`src/hdl/cgc_params.svh`:
```
`ifndef CGC_PARAMS_SVH
`define CGC_PARAMS_SVH

// Register pointers
`define CGC_ADDR_CFG_FIRST      8'h08
`define CGC_ADDR_CFG_LAST       8'h0b
`define CGC_ADDR_OFFCAL_FIRST   8'h0d
`define CGC_ADDR_OFFCAL_LAST    8'h10
`define CGC_ADDR_GAIN_FIRST     8'h11
`define CGC_ADDR_GAIN_LAST      8'h14
`define CGC_ADDR_STATUS         8'hfd

// Configuration word fields
`define CGC_POS_MSB             15
`define CGC_POS_LSB             13
`define CGC_NEG_MSB             12
`define CGC_NEG_LSB             10
`define CGC_OFFSET_CANCEL_CONVERTER_MSB          9
`define CGC_OFFSET_CANCEL_CONVERTER_LSB          5

// Negative-select codes
`define CGC_NEG_GND_A           3'h4
`define CGC_NEG_GND_B           3'h7

// Reset values
`define CGC_CFG_RST             16'h0000
`define CGC_OFFCAL_RST          16'h0000

// Arithmetic scaling
`define CGC_OFFSET_CANCEL_CONVERTER_STEP         24'h00_0c00
`define CGC_GAIN_FRAC           14
`define CGC_NUM_INPUTS          4
`define CGC_LAST_INPUT          2'h3

`endif

```
`src/hdl/cgc_pkg.sv`:
```
`default_nettype none
package cgc_pkg;

    // Measurement mode, one-hot
    typedef enum logic [2:0] {
        CGC_MODE_SINGLE = 3'b001,
        CGC_MODE_DIFF   = 3'b010,
        CGC_MODE_BAD    = 3'b100
    } cgc_mode_t;

    // Controller state, one-hot
    typedef enum logic [1:0] {
        CGC_ST_LOAD = 2'b01,
        CGC_ST_IDLE = 2'b10
    } cgc_state_t;

    // Guard routing for the running measurement
    typedef struct packed {
        logic       first_en;
        logic [1:0] first_sel;
        logic       second_en;
        logic [1:0] second_sel;
        logic       tie;
    } cgc_route_t;

    // Register access request
    typedef struct packed {
        logic        wr;
        logic        rd;
        logic [7:0]  addr;
        logic [15:0] wdata;
    } cgc_reg_req_t;

endpackage
`default_nettype wire

```
`src/hdl/cgc_gain_mem.sv`:
```
`timescale 1ns/100ps
`default_nettype none

module cgc_gain_mem (
    input  wire logic        mclk_i,
    input  wire logic        rst_i,
    input  wire logic        we_i,
    input  wire logic [1:0]  waddr_i,
    input  wire logic [15:0] wdata_i,
    input  wire logic [1:0]  raddr_a_i,
    output logic      [15:0] rdata_a_o,
    input  wire logic [1:0]  raddr_b_i,
    output logic      [15:0] rdata_b_o
);

    logic [15:0] mem [0:3];

    // Active gain storage
    always_ff @(posedge mclk_i) begin
        if (we_i) begin
            mem[waddr_i] <= wdata_i;
        end
    end

    // Registered read ports
    always_ff @(posedge mclk_i or posedge rst_i) begin
        if (rst_i) begin
            rdata_a_o <= 16'h0000;
            rdata_b_o <= 16'h0000;
        end else begin
            rdata_a_o <= mem[raddr_a_i];
            rdata_b_o <= mem[raddr_b_i];
        end
    end

endmodule
`default_nettype wire

```
`src/hdl/cgc_top.sv`:
```
// Summary of operation
// - Differential: first guard follows the lower-numbered selected input, second the higher.
// - Single-ended with offset cancel off: both guards tied and carry the same drive.
// - Single-ended with offset cancel on: first guard on the input, second left floating.
// - Each active guard copies the excitation of the input it is assigned to.
// - Result equals input capacitance minus the offset-cancel capacitance, except in differential mode.
// - Offset cancel is a 5-bit monotonic code with one step size for every input.
// - Offset calibration registers return to default on every reset.
// - Factory gains from one-time storage are the active gains by default.
// - Four gain trim registers override the active gain until reset restores factory gain.
// - Negative select b100 or b111 gives a single-ended measurement against ground.
// - Single-ended range is 0 to 15 pF, shifted by offset cancel up to 100 pF.
// - Negative select below b100 gives a differential measurement.
// - Config word: positive select 15:13, negative select 12:10, offset cancel 9:5.
// - A differential measurement ignores its offset-cancel code.
`timescale 1ns/100ps
`default_nettype none
`include "cgc_params.svh"

module cgc_top (
    input  wire logic                mclk_i,
    input  wire logic                rst_i,
    input  wire cgc_pkg::cgc_reg_req_t reg_req_i,
    output logic                     reg_ack_o,
    output logic                     reg_err_o,
    output logic              [15:0] reg_rdata_o,
    input  wire logic  [3:0][15:0]   otp_gain_i,
    input  wire logic                meas_start_i,
    input  wire logic          [1:0] meas_idx_i,
    input  wire logic          [3:0] excite_i,
    input  wire logic                sample_valid_i,
    input  wire logic         [23:0] sample_raw_i,
    output logic              [23:0] result_o,
    output logic                     result_valid_o,
    output logic                     guard_out_first_o,
    output logic                     guard_out_first_oe_o,
    output logic                     guard_out_second_o,
    output logic                     guard_out_second_oe_o,
    output logic                     guard_tie_o,
    output logic                     ready_o
);

    ////////////////////////////////////////////////////////////////////////////////
    // Decode helpers

    function automatic cgc_pkg::cgc_mode_t mode_of(input logic [15:0] cfg);
        logic [2:0] neg;
        neg = cfg[`CGC_NEG_MSB:`CGC_NEG_LSB];
        if (neg < `CGC_NEG_GND_A) begin
            mode_of = cgc_pkg::CGC_MODE_DIFF;
        end else if (neg == `CGC_NEG_GND_A || neg == `CGC_NEG_GND_B) begin
            mode_of = cgc_pkg::CGC_MODE_SINGLE;
        end else begin
            mode_of = cgc_pkg::CGC_MODE_BAD;
        end
    endfunction

    function automatic logic [4:0] offset_cancel_converter_of(input logic [15:0] cfg);
        offset_cancel_converter_of = cfg[`CGC_OFFSET_CANCEL_CONVERTER_MSB:`CGC_OFFSET_CANCEL_CONVERTER_LSB];
    endfunction

    function automatic logic in_range(input logic [7:0] a, input logic [7:0] lo,
                                      input logic [7:0] hi);
        in_range = (a >= lo) && (a <= hi);
    endfunction

    ////////////////////////////////////////////////////////////////////////////////
    // Declarations

    cgc_pkg::cgc_state_t state_r;
    logic [1:0]          load_idx_r;
    logic [15:0]         cfg_r    [0:3];
    logic [15:0]         offcal_r [0:3];
    logic [15:0]         act_cfg_r;
    cgc_pkg::cgc_mode_t  act_mode_r;
    logic [1:0]          act_ch_r;
    cgc_pkg::cgc_route_t route_r;
    cgc_pkg::cgc_route_t route_nxt;
    logic                req_q_r;
    logic                err_q_r;
    logic [7:0]          addr_q_r;
    logic [23:0]         diff_r;
    logic                diff_valid_r;
    logic                mem_we;
    logic [1:0]          mem_waddr;
    logic [15:0]         mem_wdata;
    logic [15:0]         gain_act;
    logic [15:0]         gain_rd;
    logic                acc_ok;
    logic                wr_ok;
    logic [2:0]          pos_sel;
    logic [2:0]          neg_sel;
    logic [23:0]         offset_cancel_converter_cap;
    logic signed [40:0]  product;

    assign ready_o = (state_r == cgc_pkg::CGC_ST_IDLE);
    assign acc_ok  = in_range(reg_req_i.addr, `CGC_ADDR_CFG_FIRST, `CGC_ADDR_CFG_LAST)
                  || in_range(reg_req_i.addr, `CGC_ADDR_OFFCAL_FIRST, `CGC_ADDR_OFFCAL_LAST)
                  || in_range(reg_req_i.addr, `CGC_ADDR_GAIN_FIRST, `CGC_ADDR_GAIN_LAST)
                  || (reg_req_i.rd && reg_req_i.addr == `CGC_ADDR_STATUS);
    assign wr_ok   = reg_req_i.wr && acc_ok && ready_o;

    ////////////////////////////////////////////////////////////////////////////////
    // Factory gain reload after reset

    always_ff @(posedge mclk_i or posedge rst_i) begin
        if (rst_i) begin
            state_r    <= cgc_pkg::CGC_ST_LOAD;
            load_idx_r <= 2'h0;
        end else begin
            case (state_r)
                cgc_pkg::CGC_ST_LOAD: begin
                    load_idx_r <= load_idx_r + 2'h1;
                    if (load_idx_r == `CGC_LAST_INPUT) begin
                        state_r <= cgc_pkg::CGC_ST_IDLE;
                    end
                end
                cgc_pkg::CGC_ST_IDLE: begin
                    state_r <= cgc_pkg::CGC_ST_IDLE;
                end
                default: begin
                    state_r <= cgc_pkg::CGC_ST_LOAD;
                end
            endcase
        end
    end

    // Gain memory write: factory copy first, host trim afterwards
    always_comb begin
        if (!ready_o) begin
            mem_we    = 1'b1;
            mem_waddr = load_idx_r;
            mem_wdata = otp_gain_i[load_idx_r];
        end else begin
            mem_we    = wr_ok && in_range(reg_req_i.addr, `CGC_ADDR_GAIN_FIRST,
                                          `CGC_ADDR_GAIN_LAST);
            mem_waddr = 2'(reg_req_i.addr - `CGC_ADDR_GAIN_FIRST);
            mem_wdata = reg_req_i.wdata;
        end
    end

    cgc_gain_mem u_gain_mem (
        .mclk_i    (mclk_i),
        .rst_i     (rst_i),
        .we_i      (mem_we),
        .waddr_i   (mem_waddr),
        .wdata_i   (mem_wdata),
        .raddr_a_i (act_ch_r),
        .rdata_a_o (gain_act),
        .raddr_b_i (2'(reg_req_i.addr - `CGC_ADDR_GAIN_FIRST)),
        .rdata_b_o (gain_rd)
    );

    ////////////////////////////////////////////////////////////////////////////////
    // Configuration and offset calibration registers

    genvar gi;
    generate
        for (gi = 0; gi < `CGC_NUM_INPUTS; gi++) begin : g_regs
            always_ff @(posedge mclk_i or posedge rst_i) begin
                if (rst_i) begin
                    cfg_r[gi]    <= `CGC_CFG_RST;
                    offcal_r[gi] <= `CGC_OFFCAL_RST;
                end else if (wr_ok) begin
                    if (reg_req_i.addr == `CGC_ADDR_CFG_FIRST + 8'(gi)) begin
                        cfg_r[gi] <= reg_req_i.wdata;
                    end
                    if (reg_req_i.addr == `CGC_ADDR_OFFCAL_FIRST + 8'(gi)) begin
                        offcal_r[gi] <= reg_req_i.wdata;
                    end
                end
            end
        end
    endgenerate

    ////////////////////////////////////////////////////////////////////////////////
    // Register answer: pointer latched, answer two edges later

    always_ff @(posedge mclk_i or posedge rst_i) begin
        if (rst_i) begin
            req_q_r  <= 1'b0;
            err_q_r  <= 1'b0;
            addr_q_r <= 8'h00;
        end else begin
            req_q_r  <= reg_req_i.wr || reg_req_i.rd;
            err_q_r  <= !acc_ok || !ready_o;
            addr_q_r <= reg_req_i.addr;
        end
    end

    // Read data mux and acknowledge
    always_ff @(posedge mclk_i or posedge rst_i) begin
        if (rst_i) begin
            reg_ack_o   <= 1'b0;
            reg_err_o   <= 1'b0;
            reg_rdata_o <= 16'h0000;
        end else begin
            reg_ack_o <= req_q_r && !err_q_r;
            reg_err_o <= req_q_r && err_q_r;
            if (in_range(addr_q_r, `CGC_ADDR_CFG_FIRST, `CGC_ADDR_CFG_LAST)) begin
                reg_rdata_o <= cfg_r[2'(addr_q_r - `CGC_ADDR_CFG_FIRST)];
            end else if (in_range(addr_q_r, `CGC_ADDR_OFFCAL_FIRST,
                                  `CGC_ADDR_OFFCAL_LAST)) begin
                reg_rdata_o <= offcal_r[2'(addr_q_r - `CGC_ADDR_OFFCAL_FIRST)];
            end else if (in_range(addr_q_r, `CGC_ADDR_GAIN_FIRST,
                                  `CGC_ADDR_GAIN_LAST)) begin
                reg_rdata_o <= gain_rd;
            end else if (addr_q_r == `CGC_ADDR_STATUS) begin
                reg_rdata_o <= {3'h0, ready_o, act_mode_r, act_ch_r, route_r};
            end else begin
                reg_rdata_o <= 16'h0000;
            end
        end
    end

    ////////////////////////////////////////////////////////////////////////////////
    // Guard routing for the starting measurement

    assign pos_sel = cfg_r[meas_idx_i][`CGC_POS_MSB:`CGC_POS_LSB];
    assign neg_sel = cfg_r[meas_idx_i][`CGC_NEG_MSB:`CGC_NEG_LSB];

    always_comb begin
        route_nxt = '0;
        case (mode_of(cfg_r[meas_idx_i]))
            cgc_pkg::CGC_MODE_DIFF: begin
                route_nxt.first_en   = 1'b1;
                route_nxt.second_en  = 1'b1;
                route_nxt.first_sel  = (pos_sel < neg_sel) ? pos_sel[1:0] : neg_sel[1:0];
                route_nxt.second_sel = (pos_sel < neg_sel) ? neg_sel[1:0] : pos_sel[1:0];
            end
            cgc_pkg::CGC_MODE_SINGLE: begin
                route_nxt.first_en  = 1'b1;
                route_nxt.first_sel = pos_sel[1:0];
                if (offset_cancel_converter_of(cfg_r[meas_idx_i]) == 5'h00) begin
                    route_nxt.second_en  = 1'b1;
                    route_nxt.second_sel = pos_sel[1:0];
                    route_nxt.tie        = 1'b1;
                end
            end
            default: begin
                route_nxt = '0;
            end
        endcase
    end

    // Latch on measurement start
    always_ff @(posedge mclk_i or posedge rst_i) begin
        if (rst_i) begin
            act_cfg_r  <= `CGC_CFG_RST;
            act_mode_r <= cgc_pkg::CGC_MODE_BAD;
            act_ch_r   <= 2'h0;
            route_r    <= '0;
        end else if (meas_start_i && ready_o) begin
            act_cfg_r  <= cfg_r[meas_idx_i];
            act_mode_r <= mode_of(cfg_r[meas_idx_i]);
            act_ch_r   <= pos_sel[1:0];
            route_r    <= route_nxt;
        end
    end

    // Guard drive follows assigned excitation
    always_ff @(posedge mclk_i or posedge rst_i) begin
        if (rst_i) begin
            guard_out_first_o     <= 1'b0;
            guard_out_first_oe_o  <= 1'b0;
            guard_out_second_o    <= 1'b0;
            guard_out_second_oe_o <= 1'b0;
            guard_tie_o           <= 1'b0;
        end else begin
            guard_out_first_o     <= route_r.first_en & excite_i[route_r.first_sel];
            guard_out_first_oe_o  <= route_r.first_en;
            guard_out_second_o    <= route_r.second_en & excite_i[route_r.second_sel];
            guard_out_second_oe_o <= route_r.second_en;
            guard_tie_o           <= route_r.tie;
        end
    end

    ////////////////////////////////////////////////////////////////////////////////
    // Result path: offset cancel, calibration, gain

    assign offset_cancel_converter_cap = (act_mode_r == cgc_pkg::CGC_MODE_DIFF) ? 24'h00_0000
                      : 24'(offset_cancel_converter_of(act_cfg_r)) * `CGC_OFFSET_CANCEL_CONVERTER_STEP;
    assign product    = $signed({diff_r[23], diff_r}) * $signed({1'b0, gain_act});

    always_ff @(posedge mclk_i or posedge rst_i) begin
        if (rst_i) begin
            diff_r       <= 24'h00_0000;
            diff_valid_r <= 1'b0;
        end else begin
            diff_valid_r <= sample_valid_i;
            if (sample_valid_i) begin
                diff_r <= sample_raw_i - offset_cancel_converter_cap
                        - {{8{offcal_r[act_ch_r][15]}}, offcal_r[act_ch_r]};
            end
        end
    end

    // Scale by active gain
    always_ff @(posedge mclk_i or posedge rst_i) begin
        if (rst_i) begin
            result_o       <= 24'h00_0000;
            result_valid_o <= 1'b0;
        end else begin
            result_valid_o <= diff_valid_r;
            if (diff_valid_r) begin
                result_o <= product[`CGC_GAIN_FRAC +: 24];
            end
        end
    end

endmodule
`default_nettype wire

```
`config.mk`:
```
export PLATFORM = sky130hd
export DESIGN_NAME = cgc_top
export DESIGN_NICKNAME = d
export VERILOG_FILES = /design/src/hdl/cgc_pkg.sv /design/src/hdl/cgc_gain_mem.sv /design/src/hdl/cgc_top.sv
export VERILOG_INCLUDE_DIRS = /design/src /design/src/hdl
export SDC_FILE = /design/constraint.sdc
export NUM_CORES = 2
export LEC_CHECK = 0
export BUFFER_PORTS_ARGS = -buffer_cell sky130_fd_sc_hd__buf_2
export CORE_UTILIZATION = 27
export CTS_CLUSTER_SIZE = 20
export DETAILED_ROUTE_END_ITERATION = 16
export PLACE_DENSITY = 0.49
export SETUP_SLACK_MARGIN = 0.3
export SLEW_MARGIN = 15
export SYNTH_ARGS = -nofsm -noshare
export SYNTH_HDL_FRONTEND = slang
export SYNTH_SLANG_ARGS = --single-unit
export TNS_END_PERCENT = 30
```
`constraint.sdc`:
```
create_clock -name mclk_i -period 13.6 [get_ports mclk_i]
set_input_delay 0.68 -clock mclk_i [delete_from_list [all_inputs] [get_ports mclk_i]]
set_output_delay 0.68 -clock mclk_i [all_outputs]
set_load 0.01 [all_outputs]
```
=== Word level (Yosys, flattened, before mapping) ===
Memory sizes are Yosys's and may differ from the RTL's. A register that Yosys moved wholly into a read port is not among the register bits.
Index checks and enable logic that the tools add are counted.

* Bits in registers: 237
* Memory bits (writable): 64
* Input bits: 124
* Output and inout bits: 49
* Word-level logic and storage cells: 156
* Memories kept: 1

{| class="wikitable"
|+ Memory list
! name !! depth !! bits a word !! rd ports !! clocked after Yosys merged registers in !! write ports !! line !! source
|-
| u_gain_mem.mem || 4 || 16 || 2 || 2 || 1 || cgc_gain_mem.sv:16 || <nowiki>logic [15:0] mem [0:3];</nowiki>
|}

* $add $sub $neg: 6
* Multipliers: 2
* Order comparisons: 21
* Equality and inequality tests: 19
* Multiplexer cells: 37
* Bitwise operators: 6
* Reductions and logical operators: 31

{| class="wikitable"
|+ Operators by type and width
! cell !! number
|-
| 2-to-1 mux 16 bit || 13
|-
| binary-select mux 16 bit (select 2 bit) || 5
|-
| equality test 8 x 4 -> 1 bit, second input constant || 7
|-
| multiplier 24 x 17 -> 38 bit || 1
|-
| greater-or-equal comparator 8 x 4 -> 1 bit, second input constant || 4
|-
| <= comparator 8 x 5 -> 1 bit, second input constant || 4
|-
| subtractor 24 x 17 -> 24 bit || 1
|-
| subtractor 24 bit || 1
|-
| 2-to-1 mux 17 bit || 1
|-
| equality test 8 bit, second input constant || 2
|-
| greater-or-equal comparator 8 x 5 -> 1 bit, second input constant || 2
|-
| <= comparator 8 x 4 -> 1 bit, second input constant || 2
|-
| AND reduction 2 bit || 8
|-
| logical AND 1 bit || 13
|-
| 2-to-1 mux 13 bit || 1
|-
| greater-or-equal comparator 3 bit, second input constant || 4
|-
| NOT 2 -> 3 bit || 4
|-
| one-hot mux 6 bit (2 select lines) || 1
|-
| less-than comparator 2 x 3 -> 1 bit, second input constant || 3
|-
| equality test 8 x 5 -> 1 bit, second input constant || 1
|-
| 2-to-1 mux 2 bit || 4
|-
| multiplier 5 x 2 -> 7 bit, second input constant || 1
|-
| equality test 3 x 2 -> 1 bit, second input constant || 2
|-
| equality test 3 bit, second input constant || 2
|-
| other kinds (17) || 35
|}

=== Logic depth before layout (Yosys ltp) ===
* Word-level depth: 11
* Depth in mapped cells: 24
* Depth with buffers taken out: 23

=== Modules after synthesis ===
From an unflattened synthesis, not the netlist that was laid out.

* Cell total of the unflattened synthesis: 2552
* Area total of the unflattened synthesis: 29390.7 sq um

{| class="wikitable"
|+ By module, submodules not included
! module !! times used !! cells each !! area an instance (sq um) !! seq. area each (sq um)
|-
| cgc_top || 1 || 2411 || 25784.7 || 5808.1
|-
| cgc_gain_mem || 1 || 141 || 3606.0 || 2722.6
|}

=== Worst setup path before layout ===
No wires, ideal clock.

* Path kind: register to register
* Start point: register diff_r[10]
* End point: register result_o[19]
* Setup time: 0.125 ns
* Arrival time: 6.206 ns
* Data required time: 13.475 ns
* Setup slack: 7.269 ns
* Cell stages (with the launch flop): 22
* Path buffers: 1
* Clock period less this slack: 6.331 ns
* Cells stage by stage: dfrtp_1 -> clkbuf_1 -> nand2_1 -> fa_1 -> fa_1 -> fa_1 -> fa_1 -> inv_1 -> fa_1 -> inv_1 -> fa_1 -> inv_1 -> ha_1 -> a211o_1 -> a2111o_1 -> a32oi_2 -> o21ai_2 -> a311oi_4 -> and2b_2 -> nor3_1 -> nor2b_1 -> mux2_2

* Word-level cells in the longest chain between the ends: 1

{| class="wikitable"
|+ Ends and longest elaborated chain
! element !! line !! source
|-
| start, declared || cgc_top.sv:82 || <nowiki>logic [23:0] diff_r;</nowiki>
|-
| start signal, assigned || cgc_top.sv:292 || <nowiki>diff_r <= sample_raw_i - offset_cancel_converter_cap</nowiki>
|-
| multiplier 24 x 17 -> 38 bit || cgc_top.sv:283 || <nowiki>assign product = $signed({diff_r[23], diff_r}) * $signed({1'b0, gain_act});</nowiki>
|-
| end signal, assigned || cgc_top.sv:306 || <nowiki>result_o <= product[`CGC_GAIN_FRAC +: 24];</nowiki>
|-
| end, declared || cgc_top.sv:33 || <nowiki>output logic [23:0] result_o,</nowiki>
|}

No other way between the ends.
A chain may end at the register's enable or synchronous reset.

=== Worst setup path in the final report ===
* Start point: register u_gain_mem.rdata_a_o[2] (read register of u_gain_mem.mem)
* End point: register result_o[19]

* Word-level cells in the longest chain between the ends: 1

{| class="wikitable"
|+ Ends and longest elaborated chain
! element !! line !! source
|-
| start, declared || cgc_gain_mem.sv:11 || <nowiki>output logic [15:0] rdata_a_o,</nowiki>
|-
| multiplier 24 x 17 -> 38 bit || cgc_top.sv:283 ||
|}

No other way between the ends.

==> results.txt <==
Total grt overflow = 0
Root buffer cell = clkbuf_16
Share of synthesized registers carrying an async set or reset = 80.5%
Post-route antenna net violation count = 0
Worst-margin pin slew = 1.16 ns
Drt pass-1 iters = 6
Vias per inst = 4.57
Main area contributors after synthesis = fa_1 25%, dfrtp_1 23%, mux4_2 8.4%, mux2_2 7.1%, edfxtp_1 6.6%
Synth area leader = fa_1
Via count = 18900
Relative slew margins = 22.5%
Crit Path Max Fanout = 24
Reg2reg start = u_gain_mem.rdata_a_o[2]
EDFF count, synth = 64
Total track usage = 15.1%
Die Footprint = 109000 um^2
DR iter-0 viols = 995
Drt total wl = 79.9 mm
Initial Util = 27.2%
Fin Setup TNS = 0 ns
# DRC = 0
Fillers = 11000
IO buf count = 172
Top-area cell type share of the netlist area = 25.0%
Critical Path Start = u_gain_mem.rdata_a_o[2]
Most frequent cell after synthesis = inv_1
CTS tree = yes
Hold crit path type = in2async
Core area = 107000 um^2
Post_cts resized = 0
Slowest stage delay, CP = 0.95 ns
Fin area = 32900 um^2
Clock tree sinks = 328
Final setup vio count = 0
Final Hold Viols = 0
Mapped Nets = 3202
Distinct cells, synth = 72
Buf+Inv Stages, Crit Path = 3
Max clock buf depth = 3
Total Nets Final = 3330
RSZ-0062 raised after global routing = no
Commonest cells in the synthesized netlist = 498 x inv_1, 364 x fa_1, 275 x nand2_1
Syn Area/Cell = 11.4 um^2
Kind of critical path = reg2reg
FF-to-FF path depth = 20
Ant diodes = 0
Synth Register Bits = 328
Crit path DAT = 7.67 ns
Status = finished clean
Worst-skew pair later-pin latency = 0.59 ns
Max-cap viol count = 0
Pin count of the biggest net entering global routing = 181
Layout cell share with drive strength beyond 1 = 21.4%
Core Rows = 120
Final critical-path share of the clock period = 53.1%
Num CTS Buffers = 41
Cell Area, Placed = 31500 um^2
Final Max Tran Viols = 0
Synthesized area = 29100 um^2
Routability cong. = 0.805
First-pass GRT wire length = 124 mm
Initial antenna violation count = 1
Hpwl dp = 60.5 mm
Layout Skew = 0.0381 ns
Die outline width = 331 um
Crit-path cells = nand2_1 > fa_1 > fa_1 > fa_1 > fa_1 > inv_1 > fa_1 > inv_1 > fa_1 > inv_1 > ha_1 > a211o_1 > a2111o_1 > a32oi_2 > o21ai_2 > a311oi_4 > and2b_2 > nor3_1 > nor2b_1 > mux2_2
Minimum clock period = 7.22 ns
Synth-to-layout area growth = 12.9%
Most used cell, CP = fa_1
Cells after Synth = 2565
Routed WL per cell = 19.4 um
Fmax = 0.139 GHz
Die span in y = 331 um
Vias in the first global route = 20100
Top FF cell, synth = dfrtp_1
Final Util = 30.7%
Hold-fix buffers, CTS = 0
I/O pin cnt = 173
Req. time, crit path = 14.05 ns
Crit end category = flip-flop
YS warnings = 0
Post-CTS setup repair buffer count = 0
Crit-path leading delay family = adder cells
Seq/Total Area, Yosys = 29.3%
Clock transition at the registers of the reported paths = 0.06 ns
CTS HTree Levels = 2
Critical path depth = 20
Slowest-stage cell, CP = dfrtp_1
Startpoint class of the critical path = flip-flop
[path summary, 6_finish.rpt]
check                      slack (ns)             end
max                              6.38    result_o[19]
min                              0.21     result_o[1]
max reg2reg                      6.38    result_o[19]
min reg2reg                      0.43       reg_ack_o
max in group asynchronous       11.85  reg_rdata_o[9]
min in group mclk_i              0.22     addr_q_r[5]
[metrics by stage]
stage / setup WS, ns / std cells / hold WS, ns
after floorplan: 5.65 / 2565 / 0.355
after global placement: 6.40 / 4053 / 0.420
after detailed placement: 6.32 / 4053 / 0.408
after CTS: 6.29 / 4128 / 0.185
after global routing: 5.91 / 4128 / 0.197
final: 6.38 / 4128 / 0.209
[final cells by class]
| class | instances | area [um^2] | share of cell area [%] |
|---|---|---|---|
| multi-input cells | 1626 | 18300 | 55.6 |
| flip-flops and latches | 328 | 8530 | 25.9 |
| inverters | 498 | 1880 | 5.70 |
| well taps | 1403 | 1760 | 5.33 |
| clock buffers | 57 | 1130 | 3.42 |
| repair buffers | 198 | 1070 | 3.25 |
| clock inverters | 18 | 243 | 0.738 |
[cell usage in the layout (no fill, tap or decap), drive strengths merged, types with 6 or more instances in the layout]
cell and instances:
clkinv 9, and2 159, nand2b 6, buf 198, clkbuf 57, nand3 9
o21a 8, a31oi 6, mux4 109, nor3 11, fa 364, nor2b 10
xor2 20, mux2 186, dfrtp 262, o21ai 47, edfxtp 64, inv 499
o21bai 7, ha 149, nor2 49, a21o 11, xnor2 46, a22oi 26
a21oi 48, nand2 275, and3 6
[registers in the layout, indices dropped and copies added (netlist names), 3 cells and up]
signal / flops
cfg_r: 64
addr_q_r: 8
reg_rdata_o: 16
u_gain_mem.rdata_b_o: 16
offcal_r: 64
act_cfg_r: 5
u_gain_mem.mem: 64
u_gain_mem.rdata_a_o: 16
act_mode_r: 3
result_o: 24
route_r: 7
diff_r: 24
[per-layer routing]
metal / track usage, % / part of all wire [%]
met1: 21.6 / 47
met2: 23.9 / 45
met3: 2.77 / 6.3
met4: 2.93 / 1.7
met5: 0 / 0
[logic make-up after synthesis]
group	share of synthesized area (%)
compound gates	4.53
xor+xnor	1.98
fa+ha+maj	31.4
buf+inv	7.94
flops	29.3
mux	15.7
simple gates	9.14
Power is not shown: default switching activity piles up to over one toggle a cycle in this logic, so the estimate is an artifact.
